**src/ars_pkg.sv**
```systemverilog
// Purpose: Shared constants and types for the converter result block
// Assumes: Byte addresses on a 32-bit Avalon-MM bus
// Notes: Offsets are full byte addresses
package ars_pkg;
  localparam int DATA_W = 11;
  localparam logic [31:0] ADDR_DIVIDER = 32'h4000_B1C0;
  localparam logic [31:0] ADDR_STATUS = 32'h4000_B1C4;
  localparam logic [31:0] ADDR_SLOT0 = 32'h4000_B1C8;
  localparam logic [31:0] ADDR_SLOT1 = 32'h4000_B1CC;
  localparam logic [31:0] ADDR_SLOT2 = 32'h4000_B1D0;
  localparam logic [31:0] ADDR_SLOT3 = 32'h4000_B1D4;
  localparam logic [31:0] ADDR_CONTROL = 32'h4000_B1D8;
  localparam logic [31:0] ADDR_IRQ_STATUS = 32'h4000_B1DC;
  localparam logic [31:0] ADDR_IRQ_MASK = 32'h4000_B1E0;
  // Divider fields
  localparam int DIV_FRAC_LSB = 0;
  localparam int DIV_INT_LSB = 8;
  localparam int DIV_INVERT_BIT = 20;
  localparam logic [11:0] DIV_INT_RESET = 12'h01A;
  localparam logic [7:0] DIV_FRAC_RESET = 8'h00;
  localparam logic DIV_INVERT_RESET = 1'b0;
  // Status fields
  localparam int STAT_OUT_LSB = 0;
  localparam int STAT_CH_LSB = 12;
  localparam int STAT_DONE_BIT = 16;
  // Control fields
  localparam int CTRL_SEL_LSB = 0;
  localparam int CTRL_SINGLE_BIT = 24;
  localparam logic [2:0] CTRL_SEL_RESET = 3'h0;
  localparam logic CTRL_SINGLE_RESET = 1'b0;
  // Interrupt bits
  localparam int IRQ_DONE_BIT = 0;
  localparam int IRQ_WRAP_BIT = 1;
  localparam int IRQ_W = 2;
  localparam logic [1:0] IRQ_MASK_RESET = 2'h0;
  localparam logic [DATA_W-1:0] RESULT_RESET = 11'h000;
  localparam logic [1:0] LAST_SLOT = 2'h3;
  localparam logic [8:0] FRAC_ONE = 9'h100;

  typedef struct packed {
    logic valid;
    logic [DATA_W-1:0] data;
  } ars_result_s;

  typedef struct packed {
    logic clk_en;
    logic clk_invert;
    logic [2:0] input_sel;
  } ars_core_ctrl_s;

  typedef enum logic [1:0] {
    BUS_IDLE = 2'b01,
    BUS_ACK = 2'b10
  } ars_bus_e;

  // Merge write data into a register under byte enables
  function automatic logic [31:0] ars_merge(input logic [31:0] old_v,
                                            input logic [31:0] new_v,
                                            input logic [3:0] be);
    logic [31:0] r;
    r = old_v;
    for (int i = 0; i < 4; i++) begin
      if (be[i]) begin
        r[i*8 +: 8] = new_v[i*8 +: 8];
      end
    end
    return r;
  endfunction
endpackage

```
**src/ars_clk_div.sv**
```systemverilog
// Purpose: Fractional divider making the converter clock enable
// Assumes: Ratio is integer plus fraction over 256
// Notes: Ratios below one are treated as one
`timescale 1ns/1ps
`default_nettype none
module ars_clk_div import ars_pkg::*; (
  input wire logic clk_sys,
  input wire logic sys_rst,
  input wire logic [11:0] div_int,
  input wire logic [7:0] div_frac,
  output logic tick_q
);
  logic [20:0] acc_q;
  logic [20:0] sum;
  logic [20:0] ratio;

  always_comb begin
    ratio = {1'b0, div_int, div_frac};
    if (ratio < {12'h000, FRAC_ONE}) begin
      ratio = {12'h000, FRAC_ONE};
    end
    sum = acc_q + {12'h000, FRAC_ONE};
  end

  // Accumulate and emit one pulse per ratio
  always_ff @(posedge clk_sys) begin
    if (sys_rst) begin
      acc_q <= 21'h000000;
      tick_q <= 1'b0;
    end else if (acc_q >= ratio) begin
      acc_q <= 21'h000000; // Restart after the ratio is lowered
      tick_q <= 1'b0;
    end else if (sum >= ratio) begin
      acc_q <= sum - ratio;
      tick_q <= 1'b1;
    end else begin
      acc_q <= sum;
      tick_q <= 1'b0;
    end
  end
endmodule // ars_clk_div
`default_nettype wire

```
**src/ars_slot_seq.sv**
```systemverilog
// Purpose: Chooses the converter input and the result slot
// Assumes: One completion pulse per conversion
// Notes: Multiplex steps slots 0 to 3 in turn
`timescale 1ns/1ps
`default_nettype none
module ars_slot_seq import ars_pkg::*; (
  input wire logic clk_sys,
  input wire logic sys_rst,
  input wire logic single_input_control,
  input wire logic [2:0] input_select_field,
  input wire logic conv_done,
  output logic [1:0] slot,
  output logic [2:0] core_input,
  output logic wrap
);
  logic [1:0] mux_slot_q;

  // Advance the multiplex slot on each completion, except in single input mode
  always_ff @(posedge clk_sys) begin
    if (sys_rst) begin
      mux_slot_q <= 2'h0;
    end else if (!single_input_control && conv_done) begin
      mux_slot_q <= mux_slot_q + 2'h1;
    end
  end

  always_comb begin
    if (single_input_control) begin
      slot = input_select_field[1:0];
      core_input = input_select_field;
    end else begin
      slot = mux_slot_q;
      core_input = {input_select_field[2], mux_slot_q};
    end
    wrap = conv_done && !single_input_control && (mux_slot_q == LAST_SLOT);
  end
endmodule // ars_slot_seq
`default_nettype wire

```
**src/ars_regs.sv**
```systemverilog
// Purpose: Divider, status and result registers of the converter
// Assumes: Avalon-MM slave, byte addresses, one wait cycle per access
// Notes: Operation
//
// The Avalon-MM interface to the registers was chosen for this implementation.
`timescale 1ns/1ps
`default_nettype none
module ars_regs import ars_pkg::*; (
  input wire logic clk_sys,
  input wire logic sys_rst,
  input wire logic [31:0] avs_address,
  input wire logic avs_read,
  input wire logic avs_write,
  input wire logic [31:0] avs_writedata,
  input wire logic [3:0] avs_byteenable,
  output logic [31:0] avs_readdata,
  output logic avs_waitrequest,
  input wire ars_result_s conv_result,
  output ars_core_ctrl_s core_ctrl,
  output logic irq
);
  ars_bus_e bus_q;
  logic [11:0] div_int_q;
  logic [7:0] div_frac_q;
  logic div_invert_q;
  logic single_q;
  logic [2:0] sel_q;
  logic done_q;
  logic [1:0] chan_q;
  logic [DATA_W-1:0] out_q;
  logic [DATA_W-1:0] slot_q [4];
  logic [IRQ_W-1:0] irq_stat_q;
  logic [IRQ_W-1:0] irq_mask_q;
  logic [31:0] rdata_d;
  logic [31:0] div_word;
  logic [31:0] ctrl_word;
  logic [31:0] div_merged;
  logic [31:0] ctrl_merged;
  logic req;
  logic take;
  logic wr_en;
  logic rd_en;
  logic [1:0] cur_slot;
  logic [2:0] core_input;
  logic wrap;
  logic tick;

  assign req = avs_read || avs_write;
  assign take = req && (bus_q == BUS_ACK);
  assign wr_en = take && avs_write;
  assign rd_en = take && avs_read;
  assign avs_waitrequest = req && (bus_q != BUS_ACK);

  // Bus handshake: one wait cycle, then accept
  always_ff @(posedge clk_sys) begin
    if (sys_rst) begin
      bus_q <= BUS_IDLE;
    end else begin
      case (bus_q)
        BUS_IDLE: begin
          if (req) begin
            bus_q <= BUS_ACK;
          end
        end
        BUS_ACK: bus_q <= BUS_IDLE;
        default: bus_q <= BUS_IDLE;
      endcase
    end
  end

  assign div_word = {11'h000, div_invert_q, div_int_q, div_frac_q};
  assign ctrl_word = {7'h00, single_q, 21'h000000, sel_q};
  assign div_merged = ars_merge(div_word, avs_writedata, avs_byteenable);
  assign ctrl_merged = ars_merge(ctrl_word, avs_writedata, avs_byteenable);

  // Divider register
  always_ff @(posedge clk_sys) begin
    if (sys_rst) begin
      div_int_q <= DIV_INT_RESET;
      div_frac_q <= DIV_FRAC_RESET;
      div_invert_q <= DIV_INVERT_RESET;
    end else if (wr_en && avs_address == ADDR_DIVIDER) begin
      div_int_q <= div_merged[DIV_INT_LSB +: 12];
      div_frac_q <= div_merged[DIV_FRAC_LSB +: 8];
      div_invert_q <= div_merged[DIV_INVERT_BIT];
    end
  end

  // Input selection control
  always_ff @(posedge clk_sys) begin
    if (sys_rst) begin
      single_q <= CTRL_SINGLE_RESET;
      sel_q <= CTRL_SEL_RESET;
    end else if (wr_en && avs_address == ADDR_CONTROL) begin
      single_q <= ctrl_merged[CTRL_SINGLE_BIT];
      sel_q <= ctrl_merged[CTRL_SEL_LSB +: 3];
    end
  end

  // Interrupt mask
  always_ff @(posedge clk_sys) begin
    if (sys_rst) begin
      irq_mask_q <= IRQ_MASK_RESET;
    end else if (wr_en && avs_address == ADDR_IRQ_MASK
                 && avs_byteenable[0]) begin
      irq_mask_q <= avs_writedata[IRQ_W-1:0];
    end
  end

  ars_clk_div u_div (
    .clk_sys(clk_sys),
    .sys_rst(sys_rst),
    .div_int(div_int_q),
    .div_frac(div_frac_q),
    .tick_q(tick)
  );

  ars_slot_seq u_seq (
    .clk_sys(clk_sys),
    .sys_rst(sys_rst),
    .single_input_control(single_q),
    .input_select_field(sel_q),
    .conv_done(conv_result.valid),
    .slot(cur_slot),
    .core_input(core_input),
    .wrap(wrap)
  );

  assign core_ctrl.clk_en = tick;
  assign core_ctrl.clk_invert = div_invert_q;
  assign core_ctrl.input_sel = core_input;

  // Status and slot capture, all in one edge
  always_ff @(posedge clk_sys) begin
    if (sys_rst) begin
      done_q <= 1'b0;
      chan_q <= 2'h0;
      out_q <= RESULT_RESET;
    end else if (conv_result.valid) begin
      done_q <= 1'b1;
      chan_q <= cur_slot;
      out_q <= conv_result.data;
    end
  end

  always_ff @(posedge clk_sys) begin
    if (sys_rst) begin
      for (int i = 0; i < 4; i++) begin
        slot_q[i] <= RESULT_RESET;
      end
    end else if (conv_result.valid) begin
      slot_q[cur_slot] <= conv_result.data;
    end
  end

  // Sticky events; a read clears, a new event wins
  always_ff @(posedge clk_sys) begin
    if (sys_rst) begin
      irq_stat_q <= '0;
    end else begin
      for (int i = 0; i < IRQ_W; i++) begin
        if ((i == IRQ_DONE_BIT && conv_result.valid)
            || (i == IRQ_WRAP_BIT && wrap)) begin
          irq_stat_q[i] <= 1'b1;
        end else if (rd_en && avs_address == ADDR_IRQ_STATUS) begin
          irq_stat_q[i] <= 1'b0;
        end
      end
    end
  end

  assign irq = |(irq_stat_q & irq_mask_q);

  // Read mux; unmapped reads return zero
  always_comb begin
    rdata_d = 32'h0000_0000;
    case (avs_address)
      ADDR_DIVIDER: rdata_d = div_word;
      ADDR_STATUS: begin
        rdata_d[STAT_DONE_BIT] = done_q;
        rdata_d[STAT_CH_LSB +: 2] = chan_q;
        rdata_d[STAT_OUT_LSB +: DATA_W] = out_q;
      end
      ADDR_SLOT0: rdata_d[DATA_W-1:0] = slot_q[0];
      ADDR_SLOT1: rdata_d[DATA_W-1:0] = slot_q[1];
      ADDR_SLOT2: rdata_d[DATA_W-1:0] = slot_q[2];
      ADDR_SLOT3: rdata_d[DATA_W-1:0] = slot_q[3];
      ADDR_CONTROL: rdata_d = ctrl_word;
      ADDR_IRQ_STATUS: rdata_d[IRQ_W-1:0] = irq_stat_q;
      ADDR_IRQ_MASK: rdata_d[IRQ_W-1:0] = irq_mask_q;
      default: rdata_d = 32'h0000_0000;
    endcase
  end

  // Read data registered in the wait cycle
  always_ff @(posedge clk_sys) begin
    if (sys_rst) begin
      avs_readdata <= 32'h0000_0000;
    end else if (avs_read && bus_q == BUS_IDLE) begin
      avs_readdata <= rdata_d;
    end
  end

  // Checks
  property p_div_write;
    @(posedge clk_sys) disable iff (sys_rst)
    (wr_en && avs_address == ADDR_DIVIDER && avs_byteenable == 4'hF)
      |=> (div_int_q == $past(avs_writedata[19:8])
           && div_frac_q == $past(avs_writedata[7:0]));
  endproperty
  a_div_write: assert property (p_div_write)
    else $error("divider fields not stored");

  property p_done_set;
    @(posedge clk_sys) disable iff (sys_rst)
    conv_result.valid |=> done_q ##1 done_q;
  endproperty
  a_done_set: assert property (p_done_set)
    else $error("done flag not held after a result");

  property p_chan;
    @(posedge clk_sys) disable iff (sys_rst)
    conv_result.valid |=> chan_q == $past(cur_slot);
  endproperty
  a_chan: assert property (p_chan)
    else $error("channel index not the converting slot");

  property p_out_match;
    @(posedge clk_sys) disable iff (sys_rst)
    done_q |-> slot_q[chan_q] == out_q;
  endproperty
  a_out_match: assert property (p_out_match)
    else $error("status result differs from its slot");

  property p_slot0;
    @(posedge clk_sys) disable iff (sys_rst)
    (rd_en && avs_address == ADDR_SLOT0)
      |-> avs_readdata == {21'h000000, $past(slot_q[0])};
  endproperty
  a_slot0: assert property (p_slot0)
    else $error("slot 0 read wrong");

  property p_slot_upd;
    @(posedge clk_sys) disable iff (sys_rst)
    (conv_result.valid && cur_slot == 2'h1)
      |=> slot_q[1] == $past(conv_result.data);
  endproperty
  a_slot_upd: assert property (p_slot_upd)
    else $error("slot register not updated");

  property p_mux_input;
    @(posedge clk_sys) disable iff (sys_rst)
    !single_q |-> core_ctrl.input_sel == {sel_q[2], cur_slot};
  endproperty
  a_mux_input: assert property (p_mux_input)
    else $error("multiplexed input outside selected group");

  property p_reset_zero;
    @(posedge clk_sys)
    sys_rst |=> !done_q && out_q == RESULT_RESET
                && slot_q[3] == RESULT_RESET;
  endproperty
  a_reset_zero: assert property (p_reset_zero)
    else $error("results not cleared by reset");

  property p_wait_one;
    @(posedge clk_sys) disable iff (sys_rst)
    ($rose(req) && bus_q == BUS_IDLE) |-> avs_waitrequest ##1
      !avs_waitrequest;
  endproperty
  a_wait_one: assert property (p_wait_one)
    else $error("bus answer not after one wait cycle");

  property p_rd_status;
    @(posedge clk_sys) disable iff (sys_rst)
    (rd_en && avs_address == ADDR_STATUS)
      |-> avs_readdata == {15'h0000, $past(done_q), 2'h0, $past(chan_q),
                           1'b0, $past(out_q)};
  endproperty
  a_rd_status: assert property (p_rd_status)
    else $error("status read wrong");

  property p_done_irq;
    @(posedge clk_sys) disable iff (sys_rst)
    conv_result.valid |=> irq_stat_q[IRQ_DONE_BIT];
  endproperty
  a_done_irq: assert property (p_done_irq)
    else $error("done event not latched");

  property p_wrap_irq;
    @(posedge clk_sys) disable iff (sys_rst)
    wrap |=> irq_stat_q[IRQ_WRAP_BIT];
  endproperty
  a_wrap_irq: assert property (p_wrap_irq)
    else $error("wrap event not latched");

  property p_irq_clear;
    @(posedge clk_sys) disable iff (sys_rst)
    (rd_en && avs_address == ADDR_IRQ_STATUS && !conv_result.valid)
      |=> irq_stat_q == '0;
  endproperty
  a_irq_clear: assert property (p_irq_clear)
    else $error("event bits not cleared by read");

  property p_mux_step;
    @(posedge clk_sys) disable iff (sys_rst)
    (!single_q && conv_result.valid) ##1 !single_q
      |-> cur_slot == 2'($past(cur_slot) + 2'h1);
  endproperty
  a_mux_step: assert property (p_mux_step)
    else $error("multiplex slot did not advance");

  property p_single_slot;
    @(posedge clk_sys) disable iff (sys_rst)
    single_q |-> cur_slot == sel_q[1:0] && core_ctrl.input_sel == sel_q;
  endproperty
  a_single_slot: assert property (p_single_slot)
    else $error("single input slot wrong");

  property p_rdata_hold;
    @(posedge clk_sys) disable iff (sys_rst)
    !avs_read |=> $stable(avs_readdata);
  endproperty
  a_rdata_hold: assert property (p_rdata_hold)
    else $error("read data changed without a read");

  c_done: cover property (@(posedge clk_sys) disable iff (sys_rst)
    conv_result.valid ##1 done_q);
  c_wrap: cover property (@(posedge clk_sys) disable iff (sys_rst)
    wrap);
  c_irq: cover property (@(posedge clk_sys) disable iff (sys_rst)
    irq ##[1:20] !irq);
  c_single: cover property (@(posedge clk_sys) disable iff (sys_rst)
    single_q && conv_result.valid);
endmodule // ars_regs
`default_nettype wire

```
**config.mk**
```make
export PLATFORM = sky130hd
export DESIGN_NAME = ars_regs
export DESIGN_NICKNAME = d
export VERILOG_FILES = /design/src/ars_pkg.sv /design/src/ars_clk_div.sv /design/src/ars_slot_seq.sv /design/src/ars_regs.sv
export SDC_FILE = /design/constraint.sdc
export NUM_CORES = 1
export LEC_CHECK = 0
export BUFFER_PORTS_ARGS = -buffer_cell sky130_fd_sc_hd__buf_2
export CAP_MARGIN = 20
export CORE_MARGIN = 1.5
export CORE_UTILIZATION = 50
export DETAILED_ROUTE_END_ITERATION = 8
export GPL_TIMING_DRIVEN = 0
export PLACE_DENSITY = 0.84
export SLEW_MARGIN = 20
export SYNTH_ARGS = -nofsm -noshare
export SYNTH_HDL_FRONTEND = slang
export SYNTH_SLANG_ARGS = --single-unit
```
**constraint.sdc**
```tcl
create_clock -name clk_sys -period 8.4 [get_ports clk_sys]
set_clock_uncertainty 0.2 [all_clocks]
set_input_delay 0.84 -clock clk_sys [delete_from_list [all_inputs] [get_ports clk_sys]]
set_output_delay 0.84 -clock clk_sys [all_outputs]
set_load 0.02 [all_outputs]
```
==> results of run 1 <==
==> worst min-delay path: cells and delay by family, from the launching register on <==
| kind | cells | cell delay (ps) |
|---|---|---|
| AOI/OAI and AO/OA | 1 | 50 |
| DFF | 1 | 300 |
| and+or+nand+nor | 1 | 50 |
==> layer usage <==
layer	up-vias	GRT usage (%)	part of all wire [%]
met4	0	9.669	2.5
met1	3220	34.99	43
met3	45	5.735	7.6
met5	-	0	0
li1	3215	-	-
met2	310	42.70	47
==> layout by cell type, fill, tap and decap left out, drive strengths merged, types with 32 or more instances in the layout <==
cell and instances:
buf 122, nor2 99, dfxtp 91, nand2 63
a21oi 58, mux2i 57, clkbuf 51, and2 46
edfxtp 44, ha 32
==> cell usage after synthesis (3+ instances only) <==
| cell | instances |
|---|---|
| mux2_2 | 8 |
| a221oi_1 | 3 |
| o211ai_1 | 6 |
| nand3_1 | 26 |
| o21ai_0 | 26 |
| ha_1 | 32 |
| nor4_1 | 6 |
| mux2i_1 | 57 |
| nand2_1 | 63 |
| buf_1 | 3 |
| or3_1 | 5 |
| and2_1 | 46 |
| nor4_2 | 3 |
| xnor2_1 | 14 |
| buf_2 | 3 |
| a31oi_1 | 6 |
| nand2b_1 | 6 |
| nand3b_1 | 3 |
| a22o_1 | 3 |
| nor2b_1 | 12 |
| nor3_1 | 17 |
| nor4b_1 | 4 |
| edfxtp_1 | 44 |
| a21oi_1 | 57 |
| xor2_1 | 9 |
| nor4bb_1 | 5 |
| buf_4 | 14 |
| a31o_2 | 3 |
| nor2_1 | 98 |
| a22oi_1 | 5 |
| inv_1 | 25 |
| a222oi_1 | 6 |
| a211oi_1 | 11 |
| dfxtp_1 | 91 |
| or2_2 | 7 |
| o21bai_1 | 3 |
| a21o_1 | 8 |
| clkbuf_1 | 32 |
| o22ai_1 | 4 |
| nand4_1 | 10 |
| and3_1 | 7 |
==> final cells by class <==
class	instances	area [um^2]	area share [%]
clock buffers	19	454.2	5.082
flip-flops and latches	135	3143	35.17
plain buffers	53	262.8	2.940
multi-input cells	622	4095	45.82
clock inverters	13	152.6	1.708
well taps	184	230.2	2.576
repair buffers	101	505.5	5.656
inverters	25	93.84	1.050
==> per-stage QoR <==
stage	setup slack (ps)	area [um^2]	instances	power (mW)	utilization [%]
final	4294	8937	1152	2.422	61.03
after global routing	4041	8937	1152	2.559	61.03
after CTS	4369	8937	1152	2.407	61.03
after detailed placement	4381	8330	1120	1.644	56.89
after global placement	4487	8330	1120	1.624	56.89
after floorplan	5156	7595	835	1.436	-
==> final timing paths <==
check	end	slack [ps]	cells after the start
setup / recovery	u_div.acc_q[16]	4290	13
hold / removal	avs_readdata[19]	240	2
setup reg to reg	u_div.acc_q[16]	4290	13
hold reg to reg	avs_readdata[19]	240	2
==> report_power, final <==
part           total, mW  internal, mW  switching [mW]
sequential         0.771         0.733          0.0379
clock              0.765         0.480           0.285
combinational      0.886         0.351           0.534
==> state kept, by name, indices dropped and copies added, names as in the netlist <==
name              count
div_int_q            12
irq_mask_q            2
irq_stat_q            2
slot_q               44
div_invert_q          1
u_div.tick_q          1
div_frac_q            8
avs_readdata         22
done_q                1
sel_q                 3
u_div.acc_q          21
chan_q                2
out_q                11
single_q              1
bus_q                 2
u_seq.mux_slot_q      2
==> logic make-up (layout without fill, tap and decap cells) <==
kind of cell	after synthesis	after routing	share of synthesized area (%)
compound gates	159	159	13.82
xor+xnor	23	23	2.664
fa+ha+maj	33	33	5.560
buf+inv	78	211	4.716
flops	135	135	41.57
mux	67	67	9.333
other cells	1	10	0.04960
simple gates	330	330	22.29
==> metrics, run 1 <==
initial antenna violation count=0; Worst path max stage delay=490 ps; largest net degree at the start of global routing=17; IO Port Bufs=101; Max-slew headroom=47.37%; post-CTS setup repair buffer count=0; register bit total from synthesis=135; row cnt=44; H-tree depth=4; Overflow after GRT=0; net count reported at finish=1072; Max Root-Sink Buffers=2; WL/cell=17.92 um; worst-margin pin slew=789.5 ps; static leakage=3.884 nW; via count=6790; clock sink count=135; total track usage=26.42%; hold_buf cts=0; Core ar.=14640 um^2; CP top delay family=simple AND/OR/NAND/NOR gates; worst min path class=reg2reg; Hold Fails Final Rpt=0; Die X=126.0 um; Crit Path Class=reg2reg; crit share post-route=48.88%; max-slew violation count=0; RePlAce Congestion=0.9012; fill count=1226; num ports=123; clock latency on the worst-skew pair=430 ps; Routed WL=20.65 mm; Synth Flop Type=dfxtp_1; Yosys warning count=0; CTS tree=yes; register area share after synthesis=41.57%; Setup TNS Final=0 ps; Syn Area/Cell=9.154 um^2; DIE AREA=15870 um^2; CTS root buf=clkbuf_16; Max Cap Viol=0; antenna-violating nets left=0; area fraction of the dominant cell type after synthesis=24.09%; initial core utilization=51.63%; Pwr Density=270.9 nW/um^2; Ant. Diodes=0; Die Y=126.0 um; Worst Setup SP=div_int_q[11]; RSZ-0062 raised after global routing=no; share of layout cells above drive strength 1=18.80%; dpl hpwl=15.22 mm; Post-Syn Instances=826; Mapped Area=7561 um^2; crit-path max FO=10; hold_ws=244.0 ps; first-pass GRT wire length=32.96 mm; failing checks=DRC; Tmin final=4106 ps; Synth-to-Final Area Change=18.20%; worst path bufs/invs=1; r2r startpoint=div_int_q[11]; Post-synth EDFFs=44; Arr. time, crit path=4250 ps; CTS resizes=0; CTS Buf Count=17; Hold Path Origin=avs_readdata[19]; leading area contributor after synthesis=dfxtp_1; run status=finished with violations; DRC viols=8; vias in the first global route=6499; Most common cell on crit path=nand2_1; clock slew at reported path FFs=60 ps; initial drt markers=778; fraction of registers with async set/reset=0%; CP Cell Sequence=nor4_2 -> nand4b_1 -> nand2_1 -> ha_1 -> a21oi_2 -> nor2b_1 -> or3_4 -> a31oi_4 -> a21boi_2 -> nor2_2 -> clkbuf_1 -> nand2_1 -> o22ai_1; final setup vio count=0; Worst Path Required=8550 ps; Worst VDD drop=0.1700 mV; synth unique cells=71; crit path launch type=register; dominant cells by area after synthesis=dfxtp_1, edfxtp_1, mux2i_1; Worst Setup End Kind=register; DRT Pass-1 Iters=7; f_max=0.2436 GHz; CP max-delay cell=clkbuf_1; via/cell ratio=5.894
Power figures use the tool's default switching activity.
==> run 2, diff against run 1 <==
--- a/config.mk
+++ b/config.mk
@@ -5,13 +5,14 @@
 export SDC_FILE = /design/constraint.sdc
 export NUM_CORES = 1
 export LEC_CHECK = 0
+export ABC_AREA = 1
 export BUFFER_PORTS_ARGS = -buffer_cell sky130_fd_sc_hd__buf_2
 export CAP_MARGIN = 20
 export CORE_MARGIN = 1.5
 export CORE_UTILIZATION = 50
 export DETAILED_ROUTE_END_ITERATION = 8
 export GPL_TIMING_DRIVEN = 0
-export PLACE_DENSITY = 0.84
+export PLACE_DENSITY = 0.87
 export SLEW_MARGIN = 20
 export SYNTH_ARGS = -nofsm -noshare
 export SYNTH_HDL_FRONTEND = slang
==> constraint.sdc (replaced) <==
create_clock -name clk_sys -period 3.4 [get_ports clk_sys]
set_clock_uncertainty 0.2 [all_clocks]
set_input_delay 0.34 -clock clk_sys [delete_from_list [all_inputs] [get_ports clk_sys]]
set_output_delay 0.34 -clock clk_sys [all_outputs]
set_load 0.02 [all_outputs]
==> metrics, run 2 <==
fill count=1178 (-3.9%); initial antenna violation count=0 (unchanged); area of the multi-input gates=3905 um^2 (-4.6%); Yosys warning count=0 (unchanged); crit path launch type=register; fraction of registers with async set/reset=0% (unchanged); final setup vio count=21 (+21); Worst Setup End Kind=register; run status=finished with violations; Overflow after GRT=0 (unchanged); via count=7788 (+15%); row cnt=44 (unchanged); clock sink count=135 (unchanged); max FFs per register=44 (unchanged); register bit total from synthesis=135 (unchanged); DRT Pass-1 Iters=8 (+1); DIE AREA=15980 um^2 (+0.68%); dpl hpwl=15.68 mm (+3.0%); Top reg by flops=slot_q; crit-path max FO=8 (-2); Post-Syn Instances=1030 (+25%); Max Cap Viol=0 (unchanged); post-layout util=64.73% (+3.7 points); IO Port Bufs=102 (+0.99%); Ant. Diodes=0 (unchanged); RSZ-0062 raised after global routing=yes; most frequent cells in the layout=nand2_1, inv_1, nor2_1; count leader, synth=nand2_1; max-slew violation count=0 (unchanged); synth cell count leaders=nand2_1, nor2_1, inv_1, dfxtp_1, nand3_1; Mapped Area=7614 um^2 (+0.70%); vias in the first global route=7303 (+12%); CTS root buf=clkbuf_16; area fraction of the dominant cell type after synthesis=23.93% (-0.17 points); Max-slew headroom=45.12% (-2.2 points); clock latency on the worst-skew pair=430 ps (about the same); Crit Path Class=reg2reg; share of layout cells above drive strength 1=21.47% (+2.7 points); Pwr Density=610.6 nW/um^2 (+130%); Arr. time, crit path=3670 ps (-580 ps); f_max=0.2853 GHz (+17%); net count reported at finish=1315 (+23%); DP Worst Slack=-379.2 ps (-4760 ps); CTS Buf Count=17 (unchanged); Tmin final=3506 ps (-600.1 ps); worst setup margin=-105.6 ps (-4400 ps); CTS tree=yes; largest registers=slot_q: 44 flops, avs_readdata: 22 flops, u_div.acc_q: 21 flops; initial core utilization=51.80% (+0.16 points); Die X=126.4 um (+0.34%); Design Power=5.810 mW (+140%); placed inst area=8401 um^2 (+0.84%); worst min path class=in2reg; crit share post-route=103.1% (+54 points); Design Area, Final=9514 um^2 (+6.5%); WL/cell=16.06 um (-10%); RePlAce Congestion=0.9164 (+1.7%); most common cell after layout, fill and taps aside=nand2_1; DRC viols=0 (-8); total track usage=27.25% (+0.83 points); clock slew at reported path FFs=60 ps (about the same); H-tree depth=4 (unchanged); register area share after synthesis=41.28% (-0.29 points); Synth-to-Final Area Change=24.96%; Die Y=126.4 um (+0.34%); num ports=123 (unchanged); Hold Fails Final Rpt=0 (unchanged); Worst VDD drop=0.4142 mV (+140%); Synth Flop Type=dfxtp_1; dominant cells by area after synthesis=dfxtp_1, edfxtp_1, nand2_1; Syn Area/Cell=7.392 um^2 (-19%); Setup TNS Final=-1436 ps (-1436 ps); antenna-violating nets left=0 (unchanged); via/cell ratio=5.583 (-5.3%); leading area contributor after synthesis=dfxtp_1; largest net degree at the start of global routing=17 (unchanged); Core ar.=14700 um^2 (+0.38%); Max Root-Sink Buffers=2 (unchanged); Post-synth EDFFs=44 (unchanged); Worst Path Required=3560 ps (-4990 ps); area of all sequential standard cells=3149 um^2 (+0.20%); Routed WL=22.41 mm (+8.5%); worst-margin pin slew=816.4 ps (+26.86 ps); synth unique cells=46 (-35%); failing checks=setup timing; initial drt markers=803 (+3.2%); first-pass GRT wire length=34.20 mm (+3.8%); static leakage=4.516 nW (+16%)
## run 2: final timing paths
| check | startpoint | to | slack, ps | depth (start not counted) |
|---|---|---|---|---|
| min reg2reg | out_q[6] | out_q[6] | 260 | 2 |
| max reg2reg | u_div.acc_q[9] | u_div.acc_q[14] | -110 | 22 |
| min | avs_writedata[16] | div_int_q[8] | 20 | 3 |
| max | u_div.acc_q[9] | u_div.acc_q[14] | -110 | 22 |
## run 2: layout make-up
| class | instances | share of cell area, % |
|---|---|---|
| Buffer | 43 | 2.906 |
| Clock buffer | 19 | 4.550 |
| Clock inverter | 13 | 1.420 |
| Inverter | 149 | 5.878 |
| Multi-Input combinational cell | 712 | 41.04 |
| Sequential cell | 135 | 33.10 |
| Tap cell | 184 | 2.420 |
| Timing Repair Buffer | 140 | 8.680 |
## run 2: metal layers
layer / GRT usage (%) / vias up / routed length [um]
li1: - / 3698 / -
met1: 34.33 / 3560 / 8725
met2: 44.23 / 452 / 10640
met3: 6.158 / 78 / 2127
met4: 13.52 / 0 / 920
met5: 0 / - / 0
## run 2: report_power, final
group          leakage, nW  switching, mW  internal, mW
clock                0.272          0.770          1.03
combinational         3.04           1.31         0.839
sequential            1.20         0.0731          1.79
## run 2: metrics by stage
| step | cells | hold slack [ps] |
|---|---|---|
| global placement | 1325 | 239.8 |
| finish | 1395 | 15.31 |
| floorplan | 1039 | 228.6 |
| global route | 1395 | 16.16 |
| detailed placement | 1326 | 247.3 |
| CTS | 1382 | 4.176 |
## run 2: repair_timing
action,in CTS,in global routing
buffers inserted,12,13
hold buffers,12,0
endpoints found under the hold margin,12,0
resized for setup,20,43
pin swaps,11,17
endpoints found under the setup margin,22,22
## run 2: cell families (layout without fill, tap and decap cells)
logic type      Yosys count  in the layout  share of synthesized area, %
xor+xnor                 17             17                         1.956
buf+inv                 192            364                         10.71
flops                   135            135                         41.28
simple gates            485            485                         27.64
other cells               1             10                       0.04925
compound gates          167            167                         12.83
fa+ha+maj                33             33                         5.522
## run 2: worst max-delay path, cell delays in order (launching register included)
cell	delay, ps
dfxtp_2	350
nand2_2	70
nor2_4	130
nand4_1	170
buf_4	190
buf_4	120
o21ai_0	200
nand2_1	130
inv_1	80
ha_1	220
nand2_2	120
nor2_4	150
inv_2	50
nor4_2	280
nand2_1	130
nand3_2	110
o21bai_4	140
nand2_4	80
buf_12	150
buf_4	140
nand2_1	80
nand2_1	50
nor2_1	100
==> run 3, diff against run 2 <==
--- a/config.mk
+++ b/config.mk
@@ -10,6 +10,7 @@
 export CAP_MARGIN = 20
 export CORE_MARGIN = 1.5
 export CORE_UTILIZATION = 50
+export CTS_BUF_LIST = sky130_fd_sc_hd__clkbuf_16
 export DETAILED_ROUTE_END_ITERATION = 8
 export GPL_TIMING_DRIVEN = 0
 export PLACE_DENSITY = 0.87
==> metrics, run 3 (synthesis gave the netlist of run 2 again) <==
run status=finished with violations; failing checks=setup timing; initial antenna violation count=0 (unchanged); clock sink count=135 (unchanged); CTS tree=yes; Arr. time, crit path=3680 ps (about the same); Die Y=126.4 um (unchanged); worst min path class=in2reg; DIE AREA=15980 um^2 (unchanged); Worst Setup End Kind=register; via/cell ratio=5.596 (+0.23%); Setup TNS Final=-1520 ps (-83.78 ps); RePlAce Congestion=0.9164 (unchanged); Worst Path Required=3560 ps (about the same); H-tree depth=4 (unchanged); max FFs per register=44 (unchanged); DP Worst Slack=-379.2 ps (unchanged); IO Port Bufs=102 (unchanged); Tmin final=3512 ps (+6.763 ps); Synth-to-Final Area Change=24.96% (unchanged); WL/cell=16.08 um (+0.13%); Comb power frac=36.9% (about the same); crit path launch type=register; CTS root buf=clkbuf_16; first-pass GRT wire length=34.20 mm (unchanged); net count reported at finish=1315 (unchanged); Psw=2.151 mW (about the same); most common cell after layout, fill and taps aside=nand2_1; Max Root-Sink Buffers=2 (unchanged); final setup vio count=21 (unchanged); initial drt markers=778 (-3.1%); crit-path max FO=8 (unchanged); Pwr Density=610.1 nW/um^2 (about the same); worst reg2reg setup slack=-110 ps (about the same); worst-margin pin slew=845.4 ps (+29.09 ps); dpl hpwl=15.68 mm (unchanged); DRC viols=0 (unchanged); clock latency on the worst-skew pair=430 ps (about the same); worst path bufs/invs=6 (unchanged); Die X=126.4 um (unchanged); crit share post-route=103.3% (+0.20 points); switching share of power=37.06% (+0.046 points); num ports=123 (unchanged); CP max-delay cell=dfxtp_2; Ant. Diodes=0 (unchanged); initial core utilization=51.80% (unchanged); clock power share=31.0% (about the same); static leakage=4.524 nW (+0.18%); row cnt=44 (unchanged); Overflow after GRT=0 (unchanged); Core ar.=14700 um^2 (unchanged); largest net degree at the start of global routing=17 (unchanged); CP top delay family=simple AND/OR/NAND/NOR gates; clock slew at reported path FFs=60 ps (about the same); Most common cell on crit path=nand2_1; Crit Path Class=reg2reg; total track usage=27.25% (unchanged); RSZ-0062 raised after global routing=yes; largest registers=slot_q: 44 flops, avs_readdata: 22 flops, u_div.acc_q: 21 flops; Hold Fails Final Rpt=0 (unchanged); most frequent cells in the layout=nand2_1, inv_1, nor2_1; worst setup margin=-112.3 ps (-6.763 ps); CTS Buf Count=17 (unchanged); CP Cell Sequence=nand2_2 -> nor2_4 -> nand4_1 -> buf_4 -> buf_4 -> o21ai_0 -> nand2_1 -> inv_1 -> ha_1 -> nand2_2 -> nor2_4 -> inv_2 -> nor4_2 -> nand2_1 -> nand3_2 -> o21bai_4 -> nand2_4 -> buf_12 -> buf_4 -> nand2_1 -> nand2_1 -> nor2_1; Design Power=5.804 mW (about the same); via count=7806 (+0.23%); Max Cap Viol=0 (unchanged); f_max=0.2847 GHz (-0.19%); DRT Pass-1 Iters=6 (-2); fill count=1178 (unchanged); antenna-violating nets left=0 (unchanged); max-slew violation count=0 (unchanged); Top reg by flops=slot_q; Routed WL=22.44 mm (+0.13%); vias in the first global route=7303 (unchanged); P_int=3.653 mW (-0.16%); sequential power share=32.1% (about the same); Worst path max stage delay=350 ps (about the same); Max-slew headroom=43.17% (-2.0 points); share of layout cells above drive strength 1=21.47% (unchanged); Worst VDD drop=0.4175 mV (+0.79%)
[run 3: cell count changes in the layout (fill, tap and decap cells not counted), sizes merged]
cell    change
clkbuf      -2
inv         +2
[run 3: per-layer routing]
layer | track usage [%] | part of all wire [%]
met1 | 34.33 | 40
met4 | 13.52 | 4.2
met3 | 6.158 | 9.1
met5 | 0 | 0
met2 | 44.23 | 47
[run 3: worst register-to-register path, stage by stage, from the launching register on]
cell and delay, ps:
dfxtp_2 350, nand2_2 70, nor2_4 130, nand4_1 170, buf_4 190, buf_4 120
o21ai_0 210, nand2_1 130, inv_1 80, ha_1 220, nand2_2 120, nor2_4 150
inv_2 50, nor4_2 280, nand2_1 130, nand3_2 110, o21bai_4 140, nand2_4 80
buf_12 150, buf_4 140, nand2_1 80, nand2_1 50, nor2_1 100
[run 3: power by group through the flow]
stage          Combinational [mW]  Sequential (mW)  Clock [mW]
2_1_floorplan                1.31             1.89           0
3_3_place_gp                 1.68             1.89           0
3_5_place_dp                 1.72             1.89           0
4_1_cts                      1.81             1.86        1.79
5_1_grt                      2.33             1.88        1.87
6_report                     2.14             1.86        1.80
[run 3: area by class of cell]
cell class	instances	area, um^2	share of cell area [%]
clock buffers	17	425.4	4.471
plain buffers	43	276.5	2.906
multi-input cells	712	3905	41.04
inverters	149	559.3	5.878
repair buffers	140	825.8	8.680
clock inverters	15	142.6	1.499
flip-flops and latches	135	3149	33.10
well taps	184	230.2	2.420
[run 3: metrics by stage]
step           utilization [%]  instance area [um^2]  hold WS [ps]  std cells
6_report                 64.73                  9514         11.14       1395
5_1_grt                  64.73                  9514         16.16       1395
4_1_cts                  62.90                  9245         4.176       1382
3_5_place_dp             57.15                  8401         247.3       1326
3_3_place_gp             57.07                  8388         239.8       1325
2_1_floorplan                -                  7647         228.6       1039
[run 3: path summary, 6_finish.rpt]
kind | cells past startpoint | to | startpoint
max | 22 | u_div.acc_q[14] | u_div.acc_q[9]
min reg2reg | 2 | out_q[6] | out_q[6]
max reg2reg | 22 | u_div.acc_q[14] | u_div.acc_q[9]
min | 3 | div_int_q[8] | avs_writedata[16]
[run 3: what timing repair did]
| item | 4_1_cts | 5_1_grt |
|---|---|---|
| endpoints found under the hold margin | 12 | 0 |
| hold buffers | 12 | 0 |
| gates resized for setup | 20 | 43 |
| setup buffers | 12 | 13 |
| pin swaps | 11 | 17 |
| setup endpoints to repair | 22 | 22 |
